===== config.mk =====
export PLATFORM = sky130hd
export DESIGN_NAME = motion_cmd_irq
export DESIGN_NICKNAME = d
export VERILOG_FILES = /design/src/hdl/motion_cmd_irq_pkg.sv /design/src/hdl/motion_cmd_irq.sv
export VERILOG_INCLUDE_DIRS = /design/src /design/src/hdl
export SDC_FILE = /design/constraint.sdc
export NUM_CORES = 2
export LEC_CHECK = 0
export BUFFER_PORTS_ARGS = -buffer_cell sky130_fd_sc_hd__buf_2
export CAP_MARGIN = 20
export CORE_MARGIN = 4
export CORE_UTILIZATION = 40
export CTS_CLUSTER_SIZE = 16
export DETAILED_ROUTE_END_ITERATION = 10
export PLACE_DENSITY = 0.54
export SYNTH_ARGS = -nofsm -noshare
export SYNTH_HDL_FRONTEND = slang
export SYNTH_SLANG_ARGS = --single-unit
export TNS_END_PERCENT = 100

===== constraint.sdc =====
create_clock -name hclk -period 4.55 [get_ports hclk]
set_clock_uncertainty 0.2 [all_clocks]
set_input_delay 0.91 -clock hclk [delete_from_list [all_inputs] [get_ports hclk]]
set_output_delay 0.91 -clock hclk [all_outputs]
set_load 0.02 [all_outputs]

===== src/hdl/motion_cmd_irq_map.svh =====
// Register offsets, field positions, reset values and timing counts.
`ifndef MOTION_CMD_IRQ_MAP_SVH
`define MOTION_CMD_IRQ_MAP_SVH
`define OFS_COMMAND 8'h00
`define OFS_MAIN_STATUS 8'h04
`define OFS_EVENT_STATUS 8'h08
`define OFS_INT_MASK 8'h0c
`define OFS_WRITE_DATA_LOW 8'h10
`define OFS_WRITE_DATA_HIGH 8'h14
`define OFS_INPUT_STATUS 8'h18
`define OFS_FILTER_CFG 8'h1c
`define OFS_HOME_CFG 8'h20
`define CMD_SOFT_RESET_BIT 15
`define CMD_CODE_LSB 0
`define CMD_EXT_MODE 8'h60
`define FILTER_CFG_RESET 16'h5f00
`define HOME_CFG_RESET 16'h0000
`define FILTER_DELAY_LSB 0
`define FILTER_GROUP_LSB 8
`define MSTAT_NEXT_SEG_BIT 9
`define MSTAT_STACK_LO_BIT 13
`define MSTAT_STACK_HI_BIT 14
`define EVT_NEXT_SEG_BIT 8
`define EVT_STACK_BIT 9
`define STACK_FROM 2'h2
`define STACK_TO 2'h1
`define CLK_MHZ 250
`define FILTER_TIME_US 512
`define FILTER_CYCLES (`FILTER_TIME_US * `CLK_MHZ)
`endif


===== src/hdl/motion_cmd_irq_pkg.sv =====
// Types shared by the host command and interrupt block.
package motion_cmd_irq_pkg;
    typedef logic [15:0] word_t;
    typedef struct packed {
        logic [7:0] addr;
        logic write;
    } bus_req_s;
    typedef struct packed {
        logic gen_input_3;
        logic ext_op_minus_in;
        logic ext_op_plus_in;
        logic servo_alarm_in;
        logic in_position_in;
        logic gen_input_2;
        logic gen_input_1;
        logic gen_input_0;
        logic limit_minus_in;
        logic limit_plus_in;
        logic emergency_stop_in;
    } pins_s;
endpackage


===== src/hdl/motion_cmd_irq.sv =====
// Host command decoder, input filters and interrupt logic.
//
// What this block does
// - Command code 60h loads filter config and home config in one step.
// - Writing one to command bit 15 soft-resets the block.
// - Each input passes an integral filter, enabled per group, delay chosen.
// - Next-segment bit 9 of main status rises and may interrupt.
// - Stack count falling from 2 to 1 interrupts; count readable.
// - Reading event status clears the events it reported.
`timescale 1ns/1ns
`include "motion_cmd_irq_map.svh"

module motion_cmd_irq #(
    parameter int FILTER_CYCLES = `FILTER_CYCLES
) (
    input wire logic hclk, // Bus clock.
    input wire logic hresetn, // Asynchronous reset, active low.
    input wire logic hsel, // Slave select.
    input wire logic [7:0] haddr, // Byte address.
    input wire logic [1:0] htrans, // Transfer type.
    input wire logic hwrite, // Write when high.
    input wire logic [2:0] hsize, // Transfer size, word only.
    input wire logic [31:0] hwdata, // Write data.
    input wire logic hready, // Bus ready.
    output logic [31:0] hrdata, // Read data.
    output logic hreadyout, // Always ready.
    output logic hresp, // Always OKAY.
    input wire motion_cmd_irq_pkg::pins_s ext_pins, // Raw input pins.
    input wire logic [7:0] core_event, // Motion core event pulses.
    input wire logic next_segment_ready, // Core: next segment writable.
    input wire logic [1:0] stack_count, // Core: pattern stack count.
    output motion_cmd_irq_pkg::pins_s filt_pins, // Filtered inputs.
    output logic [15:0] home_cfg, // Home-search settings to core.
    output logic irq // Interrupt request.
);

    localparam int NPIN = 11;

    // Decodes a register hit; used by both the write and read paths.
    function automatic logic hit(input logic [7:0] a, input logic [7:0] o);
        return a == o;
    endfunction

    // Group of each pin, in the order the pin struct packs them from bit 0.
    function automatic int pin_group(input int i);
        case (i)
            5: return 1;
            6, 7: return 2;
            8, 9: return 3;
            10: return 4;
            default: return 0;
        endcase
    endfunction

    ////////////////////////////////////////////////////////////////////////
    // Bus slave: zero wait states, read data registered at address phase.

    motion_cmd_irq_pkg::bus_req_s req_ff, nxt_req;
    logic wr_pend_ff, nxt_wr_pend;
    logic [31:0] rdata_ff, nxt_rdata;
    logic [15:0] wdl_ff, nxt_wdl, wdh_ff, nxt_wdh;
    logic [15:0] filt_cfg_ff, nxt_filt_cfg, home_cfg_ff, nxt_home_cfg;
    logic [9:0] evt_ff, nxt_evt, mask_ff, nxt_mask, evt_set;
    logic seg_q_ff, nxt_seg_q;
    logic [1:0] stk_q_ff, nxt_stk_q;
    logic [NPIN-1:0] filt_q;
    logic acc, wr_now, soft_rst, ext_cmd, rd_evt;
    logic [15:0] wd, mstat;

    assign hreadyout = 1'b1;
    assign hresp = 1'b0;
    assign hrdata = rdata_ff;
    assign home_cfg = home_cfg_ff;
    assign filt_pins = filt_q;
    assign irq = |(evt_ff & mask_ff);

    // Address decode, command actions, event capture and read mux.
    always_comb begin
        acc = hsel & htrans[1] & hready;
        wd = hwdata[15:0];
        wr_now = wr_pend_ff;
        nxt_req = req_ff;
        nxt_wr_pend = 1'b0;
        if (acc) begin
            nxt_req.addr = haddr;
            nxt_req.write = hwrite;
            nxt_wr_pend = hwrite;
        end
        soft_rst = wr_now & hit(req_ff.addr, `OFS_COMMAND)
            & wd[`CMD_SOFT_RESET_BIT];
        ext_cmd = wr_now & hit(req_ff.addr, `OFS_COMMAND) & ~soft_rst
            & (wd[`CMD_CODE_LSB +: 8] == `CMD_EXT_MODE);
        nxt_wdl = (wr_now & hit(req_ff.addr, `OFS_WRITE_DATA_LOW))
            ? wd : wdl_ff;
        nxt_wdh = (wr_now & hit(req_ff.addr, `OFS_WRITE_DATA_HIGH))
            ? wd : wdh_ff;
        nxt_mask = (wr_now & hit(req_ff.addr, `OFS_INT_MASK))
            ? wd[9:0] : mask_ff;
        nxt_filt_cfg = filt_cfg_ff;
        nxt_home_cfg = home_cfg_ff;
        if (ext_cmd) begin
            nxt_filt_cfg = wdl_ff;
            nxt_home_cfg = wdh_ff;
        end
        // Events fire on rising edge of next-segment and on stack 2 to 1.
        nxt_seg_q = next_segment_ready;
        nxt_stk_q = stack_count;
        evt_set = {(stk_q_ff == `STACK_FROM) && (stack_count == `STACK_TO),
            next_segment_ready & ~seg_q_ff, core_event};
        rd_evt = acc & ~hwrite & hit(haddr, `OFS_EVENT_STATUS);
        // A set in the clearing cycle survives: the read saw the old value.
        nxt_evt = ((rd_evt ? 10'h000 : evt_ff) | evt_set);
        if (soft_rst) begin
            nxt_filt_cfg = `FILTER_CFG_RESET;
            nxt_home_cfg = `HOME_CFG_RESET;
            nxt_mask = 10'h000;
            nxt_evt = evt_set;
            nxt_wdl = 16'h0000;
            nxt_wdh = 16'h0000;
        end
        mstat = 16'h0000;
        mstat[`MSTAT_NEXT_SEG_BIT] = next_segment_ready;
        mstat[`MSTAT_STACK_LO_BIT] = stack_count[0];
        mstat[`MSTAT_STACK_HI_BIT] = stack_count[1];
        // Writable registers read from next values so read-after-write works.
        nxt_rdata = rdata_ff;
        if (acc & ~hwrite) begin
            unique case (haddr)
                `OFS_MAIN_STATUS: nxt_rdata = {16'h0000, mstat};
                `OFS_EVENT_STATUS: nxt_rdata = {22'h000000, evt_ff};
                `OFS_INT_MASK: nxt_rdata = {22'h000000, nxt_mask};
                `OFS_WRITE_DATA_LOW: nxt_rdata = {16'h0000, nxt_wdl};
                `OFS_WRITE_DATA_HIGH: nxt_rdata = {16'h0000, nxt_wdh};
                `OFS_INPUT_STATUS: nxt_rdata = {21'h000000, filt_q};
                `OFS_FILTER_CFG: nxt_rdata = {16'h0000, nxt_filt_cfg};
                `OFS_HOME_CFG: nxt_rdata = {16'h0000, nxt_home_cfg};
                default: nxt_rdata = 32'h00000000;
            endcase
        end
    end

    // Register stage of the bus, command and interrupt state.
    always_ff @(posedge hclk or negedge hresetn) begin
        if (!hresetn) begin
            req_ff <= '0;
            wr_pend_ff <= 1'b0;
            rdata_ff <= 32'h00000000;
            wdl_ff <= 16'h0000;
            wdh_ff <= 16'h0000;
            filt_cfg_ff <= `FILTER_CFG_RESET;
            home_cfg_ff <= `HOME_CFG_RESET;
            evt_ff <= 10'h000;
            mask_ff <= 10'h000;
            seg_q_ff <= 1'b0;
            stk_q_ff <= 2'h0;
        end else begin
            req_ff <= nxt_req;
            wr_pend_ff <= nxt_wr_pend;
            rdata_ff <= nxt_rdata;
            wdl_ff <= nxt_wdl;
            wdh_ff <= nxt_wdh;
            filt_cfg_ff <= nxt_filt_cfg;
            home_cfg_ff <= nxt_home_cfg;
            evt_ff <= nxt_evt;
            mask_ff <= nxt_mask;
            seg_q_ff <= nxt_seg_q;
            stk_q_ff <= nxt_stk_q;
        end
    end

    ////////////////////////////////////////////////////////////////////////
    // Input filters: two-stage sync, then a saturating integrator.

    logic [16:0] thr;
    logic [2:0] dly;

    // Longer delay codes halve the window; a shortened window floors at 1.
    always_comb begin
        dly = filt_cfg_ff[`FILTER_DELAY_LSB +: 3];
        thr = 17'(FILTER_CYCLES >> dly);
        if (thr == 17'h00000) begin
            thr = 17'h00001;
        end
    end

    generate
        for (genvar i = 0; i < NPIN; i++) begin : g_filt
            logic s1_ff, s2_ff, q_ff, nxt_q;
            logic [16:0] cnt_ff, nxt_cnt;
            logic en;

            // Integrate toward the synced level; a glitch shorter than the
            // window never reaches either end, so the output holds.
            always_comb begin
                en = filt_cfg_ff[`FILTER_GROUP_LSB + pin_group(i)];
                nxt_cnt = cnt_ff;
                nxt_q = q_ff;
                if (!en) begin
                    nxt_q = s2_ff;
                    nxt_cnt = s2_ff ? thr : 17'h00000;
                end else if (s2_ff) begin
                    nxt_cnt = (cnt_ff >= thr) ? thr : cnt_ff + 17'h00001;
                    nxt_q = (nxt_cnt == thr) ? 1'b1 : q_ff;
                end else begin
                    nxt_cnt = (cnt_ff == 17'h00000) ? 17'h00000
                        : cnt_ff - 17'h00001;
                    nxt_q = (nxt_cnt == 17'h00000) ? 1'b0 : q_ff;
                end
                // Soft reset empties the integrator but keeps the output.
                if (soft_rst) begin
                    nxt_cnt = 17'h00000;
                end
            end

            // The first sync stage feeds only the second.
            always_ff @(posedge hclk or negedge hresetn) begin
                if (!hresetn) begin
                    s1_ff <= 1'b1;
                    s2_ff <= 1'b1;
                    q_ff <= 1'b1;
                    cnt_ff <= 17'h00000;
                end else begin
                    s1_ff <= ext_pins[i];
                    s2_ff <= s1_ff;
                    q_ff <= nxt_q;
                    cnt_ff <= nxt_cnt;
                end
            end
            assign filt_q[i] = q_ff;
        end
    endgenerate
endmodule // motion_cmd_irq


Word-level counts from Yosys, hierarchy flattened
Cells that the tools add are included.
{ "word_totals": {"reg_bits": 348, "latch_bits": 0, "ramBits": 0, "rom_bits": 0, "inputBits": 72, "out_inout_bits": 62, "word_cells": 315, "n_memories": 0} }
{ "op_classes": {"add_sub_neg": 22, "n_mul": 0, "div_mod_pow": 0, "magnitude_cmp": 11, "n_eq_ne": 47, "n_shift": 1, "n_mux": 125, "bitwise": 17, "n_reduce_logical": 37} }
{ "ops": {"columns": ["op", "count"], "rows": [
  ["17-bit two-way mux", 67],
  ["17-bit zero test", 23],
  ["17-bit by 1-bit adder with 17-bit output (second input constant)", 11],
  ["17-bit equality test", 11],
  ["17-bit >= comparator", 11],
  ["17-bit by 1-bit subtractor with 17-bit output (second input constant)", 11],
  ["16-bit two-way mux", 8],
  ["16-bit one-hot mux with 8 select lines", 1],
  ["8-bit by 5-bit equality test with 1-bit output (second input constant)", 6],
  ["1-bit two-way mux", 45],
  ["10-bit two-way mux", 4],
  ["3-bit by 1-bit != test with 1-bit output (second input constant)", 11],
  ["3-bit by 2-bit != test with 1-bit output (second input constant)", 11],
  ["8-bit by 4-bit equality test with 1-bit output (second input constant)", 3],
  ["2-bit AND reduction", 11],
  ["17-bit by 3-bit >> shifter with 17-bit output (first input constant)", 1],
  ["1-bit AND", 12],
  ["10-bit AND", 1],
  ["10-bit bitwise OR", 1],
  ["10-bit OR reduction", 1],
  ["8-bit by 3-bit equality test with 1-bit output (second input constant)", 1],
  ["8-bit by 6-bit equality test with 1-bit output (second input constant)", 1],
  ["8-bit by 7-bit equality test with 1-bit output (second input constant)", 1],
  ["8-bit zero test", 1],
  ["other kinds (4)", 6]
]} }

Longest topological paths before layout
{ "depth": {"ltp_word": 9, "mapped_depth": 18, "mapped_depth_nobuf": 13} }

Worst setup path before layout
Ideal clock, no wire load.
{ "synth_timing": {"path_kind": "reg2reg", "from": "reg filt_cfg_ff[2]", "to": "reg g_filt[5].cnt_ff[9]", "setup_ns": 0.083, "arrival_ns": 3.904, "t_required_ns": 4.267, "path_slack_ns": 0.363, "stages_incl_launch_ff": 18, "path_buffers": 4, "synth_period_minus_slack_ns": 4.187, "cell_sequence": "dfrtp_1 -> buf_2 -> and2_1 -> buf_2 -> inv_2 -> nor2_1 -> inv_1 -> buf_2 -> ha_1 -> o21a_1 -> o21a_1 -> o2111ai_1 -> a2111oi_0 -> nor2_1 -> nand2_1 -> clkbuf_1 -> mux2_2 -> o22ai_1"} }
{ "synth_between": {"elab_chain_len": 8, "elab_cells_between_ends": 9, "cone_classes": "order compare: 1; shift: 1; mux: 6; reduce/logical: 1"} }
{ "synth_rtl": {"columns": ["item", "line_no", "source"], "rows": [
  ["from (decl)", "motion_cmd_irq.sv:62", "logic [15:0] filt_cfg_ff, nxt_filt_cfg, home_cfg_ff, nxt_home_cfg;"],
  ["from (signal assigned)", "motion_cmd_irq.sv:150", "filt_cfg_ff <= `FILTER_CFG_RESET;"],
  ["from (signal assigned)", "motion_cmd_irq.sv:162", "filt_cfg_ff <= nxt_filt_cfg;"],
  ["17-bit by 3-bit >> shifter with 17-bit output *", "motion_cmd_irq.sv:180", "thr = 17'(FILTER_CYCLES >> dly);"],
  ["17-bit zero test", "motion_cmd_irq.sv:181", "if (thr == 17'h00000) begin"],
  ["17-bit two-way mux *", "motion_cmd_irq.sv:181", null],
  ["17-bit >= comparator", "motion_cmd_irq.sv:202", "nxt_cnt = (cnt_ff >= thr) ? thr : cnt_ff + 17'h00001;"],
  ["17-bit two-way mux", "motion_cmd_irq.sv:202", null],
  ["17-bit two-way mux", "motion_cmd_irq.sv:201", "end else if (s2_ff) begin"],
  ["17-bit two-way mux *", "motion_cmd_irq.sv:198", "if (!en) begin"],
  ["17-bit two-way mux *", "motion_cmd_irq.sv:210", "if (soft_rst) begin"],
  ["named net g_filt[5].nxt_cnt[9]", "motion_cmd_irq.sv:189", "logic [16:0] cnt_ff, nxt_cnt;"],
  ["to (signal assigned)", "motion_cmd_irq.sv:226", "cnt_ff <= nxt_cnt;"],
  ["to (decl)", "motion_cmd_irq.sv:189", null]
]} }
The timed path passes the listed nets; every way through them passes the cells marked *.
A chain may end at the register's enable or synchronous reset.

Worst setup path after layout
{ "layout_timing": {"from": "reg filt_cfg_ff[1]", "to": "reg g_filt[8].cnt_ff[7]"} }
{ "layout_between": {"elab_chain_len": 8, "elab_cells_between_ends": 9, "cone_classes": "order compare: 1; shift: 1; mux: 6; reduce/logical: 1"} }
{ "layout_rtl": {"columns": ["item", "line_no"], "rows": [
  ["17-bit by 3-bit >> shifter with 17-bit output *", "motion_cmd_irq.sv:180"],
  ["17-bit zero test", "motion_cmd_irq.sv:181"],
  ["17-bit two-way mux *", "motion_cmd_irq.sv:181"],
  ["17-bit >= comparator", "motion_cmd_irq.sv:202"],
  ["17-bit two-way mux", "motion_cmd_irq.sv:202"],
  ["17-bit two-way mux", "motion_cmd_irq.sv:201"],
  ["17-bit two-way mux *", "motion_cmd_irq.sv:198"],
  ["17-bit two-way mux *", "motion_cmd_irq.sv:210"],
  ["named net g_filt[8].nxt_cnt[7]", "motion_cmd_irq.sv:189"],
  ["to (signal assigned)", "motion_cmd_irq.sv:226"],
  ["to (decl)", "motion_cmd_irq.sv:189"]
]} }
Marks and branches as above.

==> implementation parameters <==
Parameter                              Value

STA
  Final-layout setup total negative slack ... 0 ns
  Post-layout min period ... 4.21 ns
  Final hold violations ... 0
  Post-route setup slack ... 0.341 ns
  # setup viols final ... 0
  Slew margin rel. ... 37.3%
  Post-route fraction of the period consumed by the critical path ... 92.5%
  Final Max Slew Viols ... 0
  Worst-case hold slack ... 0.133 ns
  Highest clock frequency the design can meet ... 238 MHz
  Least-Margin Pin Slew ... 0.940 ns
  Unrepaired setup endpoints after global routing ... no

Die
  Effective utilization at floorplan ... 40.6%
  Row cnt ... 100
  Area of the die ... 0.0806 mm^2
  Vertical die dimension ... 284 um
  Total I/O pin count ... 134
  Chip Width ... 284 um
  Core area ... 0.0749 mm^2

Setup path
  Worst-path fanout max ... 15
  Startpoint of the lowest-slack register-to-register path ... filt_cfg_ff[1]
  Critical path data arrival time ... 4.51 ns
  Reg2reg path depth ... 13
  Element type at the critical path start ... flip-flop
  Cell-by-cell listing of the critical path ... buf_4 -> nand2b_1 -> nand2_1 -> inv_2 -> buf_4 -> ha_1 -> and3_1 -> a21oi_1 -> o21ai_0 -> a21oi_1 -> nand2_1 -> mux2_2 -> o22ai_1
  Setup crit end kind ... flip-flop
  Kind of critical path ... flip-flop to flip-flop
  Data required time at the worst endpoint ... 4.85 ns
  Slowest cell on the critical path ... dfrtp_2
  Slowest stage delay, CP ... 0.54 ns
  Flop2flop setup slack ... 0.34 ns
  Reg2Reg Capture Point ... g_filt[8].cnt_ff[7]

Clock tree
  Skew-Pair Late Insertion Delay ... 0.60 ns
  Number of clock sinks ... 332
  Resized Gates After CTS ... 0
  Clock tree from TritonCTS ... built
  Root buffer cell ... clkbuf_16
  Number of hold buffers added after cts ... 0
  H-tree depth reported by CTS ... 2
  Maximum clock insertion buffer count ... 3
  TritonCTS buffer count ... 43
  Clock-pin slew on the worst setup and hold paths ... 0.06 ns
  Post-CTS Setup Inserts ... 0

Global route
  Overflow left after global routing ... 0
  Global-route wire length before repair ... 169000 um
  Initial antenna violation count ... 2
  Maximum number of pins on one net before global-route repair ... 84
  Overall track demand over capacity in global routing ... 26.3%
  Number of global-route vias before repair ... 27748

Synth
  Synth top area cells ... dfrtp_1 24%, ha_1 7.7%, xnor2_1 6.4%
  Library cell with the largest summed area after synthesis ... dfrtp_1
  Post-synthesis instance total ... 3735
  Post-synthesis cell area ... 0.0304 mm^2
  Syn. warnings ... 0
  Share of synthesized area occupied by flip-flops and latches ... 27.5%
  Top-area cell type share of the netlist area ... 24.1%
  Distinct cells, synth ... 101
  Share of async-settable or async-resettable flops after synthesis ... 100%
  Count of flip-flops with a built-in enable after synthesis ... 0
  Main synth FF type ... dfrtp_1
  Post-Syn Area per Cell ... 8.15 um^2
  Post-synthesis register bit count ... 332

Power and ir drop
  Pwr dens ... 313 mW/mm^2
  Maximum ir drop on the vdd rail ... 0.277 mV
  Leakage power summed over all cells ... 0.0141 uW

Detailed routing
  # DRC ... 0
  Drt total wl ... 110000 um
  Detail-routed via count per cell ... 6.23
  TritonRoute pass-1 iters ... 5
  Antenna-violating nets left ... 0
  Iteration-0 DRC Markers ... 2692
  WL per Instance ... 23.5 um
  Detailed-route via count ... 29158

Final layout
  Synth-to-Final Area Change ... 9.27%
  Fill cell total of the finished layout ... 7559
  NumNets Final ... 3935
  Antenna cell count ... 0
  Fraction of final layout cells with drive strength greater than 1 ... 11.5%

Min path
  Min-delay worst type ... primary input to asynchronous set/reset pin

Placement
  Weighted congestion reported at the end of routability-driven placement ... 0.925
  Setup WS pre-CTS ... 0.409 ns
  Half-perimeter wire length after detailed placement ... 78800 um
  Port Buf Inserts ... 95

Run status
  Run status ... finished, final reports clean

Job
  MaxCap Viol Count ... 0
## cells in the final DEF, fill, tap and decap left out, types with 39 or more instances in the layout
cell type and instances:
a21oi_1 157, buf_4 103, nand2_1 312, o21ai_0 141
xor2_1 136, clkbuf_16 43, mux2i_1 113, dfrtp_1 290
ha_1 187, dfstp_2 39, xnor2_1 222, a31oi_1 50
o22ai_1 115, or3_1 39, nor4_1 59, buf_2 94
nor2_1 340, nor3_1 131, nand3_1 157, inv_1 73
nand4_1 83, a21o_1 76, and3_1 45
## worst max-delay path: cells and delay by family, from the launching register on
family / cells / cell delay (ns)
multiplexers: 1 / 0.47
adder cells (fa/ha/maj): 1 / 0.30
AND/OR/NAND/NOR: 4 / 0.93
buffers and inverters: 3 / 0.98
flip-flops: 1 / 0.54
AO/OA/AOI/OAI: 4 / 0.67
## final cells by class
type	count	area, um^2	share of cell area, %
Multi-Input combinational cell	3006	20400	61.4
Sequential cell	332	8360	25.2
Timing Repair Buffer	210	1490	4.47
Clock buffer	63	1260	3.79
Tap cell	969	1210	3.65
Inverter	83	314	0.945
Clock inverter	17	190	0.572
## routing by layer
metal  vias to the layer above  track usage, %  share of wire, %  routed length [um]
li1                      13627               -                 -                   -
met3                       230            2.90               6.0                6620
met2                      1054            41.4                45               49400
met4                         0            9.06               3.6                3970
met1                     14247            37.4                45               49900
met5                         -               0                 0                   0
## metrics by stage
stage / area, um^2 / total power, uW / std cells / utilization, %
after detailed placement: 31800 / 6870 / 4599 / 42.4
after floorplan: 30500 / 6090 / 3751 / -
after global routing: 33200 / 11000 / 4680 / 44.4
after global placement: 31800 / 6860 / 4598 / 42.4
after CTS: 33200 / 10400 / 4679 / 44.4
final: 33200 / 10400 / 4680 / 44.4
## state kept, by name, indices dropped and copies added, names as in the netlist, 16 cells and up
register	count
home_cfg	16
g_filt.cnt_ff	187
wdl_ff	16
hrdata	16
filt_cfg_ff	16
wdh_ff	16
## synthesized netlist by cell type (60+ instances only)
| library cell | n |
|---|---|
| inv_1 | 74 |
| dfrtp_1 | 293 |
| xnor2_1 | 222 |
| o21ai_0 | 141 |
| a21oi_1 | 157 |
| nand3_1 | 157 |
| nand2_1 | 313 |
| clkbuf_1 | 227 |
| nor3_1 | 131 |
| nor4_1 | 60 |
| mux2i_1 | 113 |
| a21o_1 | 76 |
| xor2_1 | 136 |
| nor2_1 | 344 |
| o22ai_1 | 115 |
| nand4_1 | 83 |
| ha_1 | 187 |
## cell families after synthesis
group | after synthesis | synth area share (%)
XOR/XNOR | 361 | 10.5
adder cells (fa/ha/maj) | 189 | 7.76
multiplexers | 149 | 5.05
buffers and inverters | 413 | 5.78
AO/OA/AOI/OAI | 905 | 20.2
flip-flops | 332 | 27.5
AND/OR/NAND/NOR | 1384 | 23.2
other | 2 | 0.0247
## how the worst max path moves through the flow
stage	startpoint	endpoint	cells past startpoint
2_1_floorplan	filt_cfg_ff[2]	g_filt[5].cnt_ff[9]	17
3_3_place_gp	filt_cfg_ff[2]	g_filt[6].q_ff	13
3_5_place_dp	filt_cfg_ff[1]	g_filt[8].cnt_ff[7]	13
4_1_cts	filt_cfg_ff[1]	g_filt[8].cnt_ff[7]	13
5_1_grt	filt_cfg_ff[2]	g_filt[5].cnt_ff[13]	13
6_report	filt_cfg_ff[1]	g_filt[8].cnt_ff[7]	13
## power by group
part	switching, uW	total (uW)	leakage, uW	internal [uW]
logic	1660	2950	0.00919	1290
registers	719	3940	0.00423	3220
clock network	1470	3520	0.000707	2050
No activity file was read; power rests on OpenSTA's default activity.
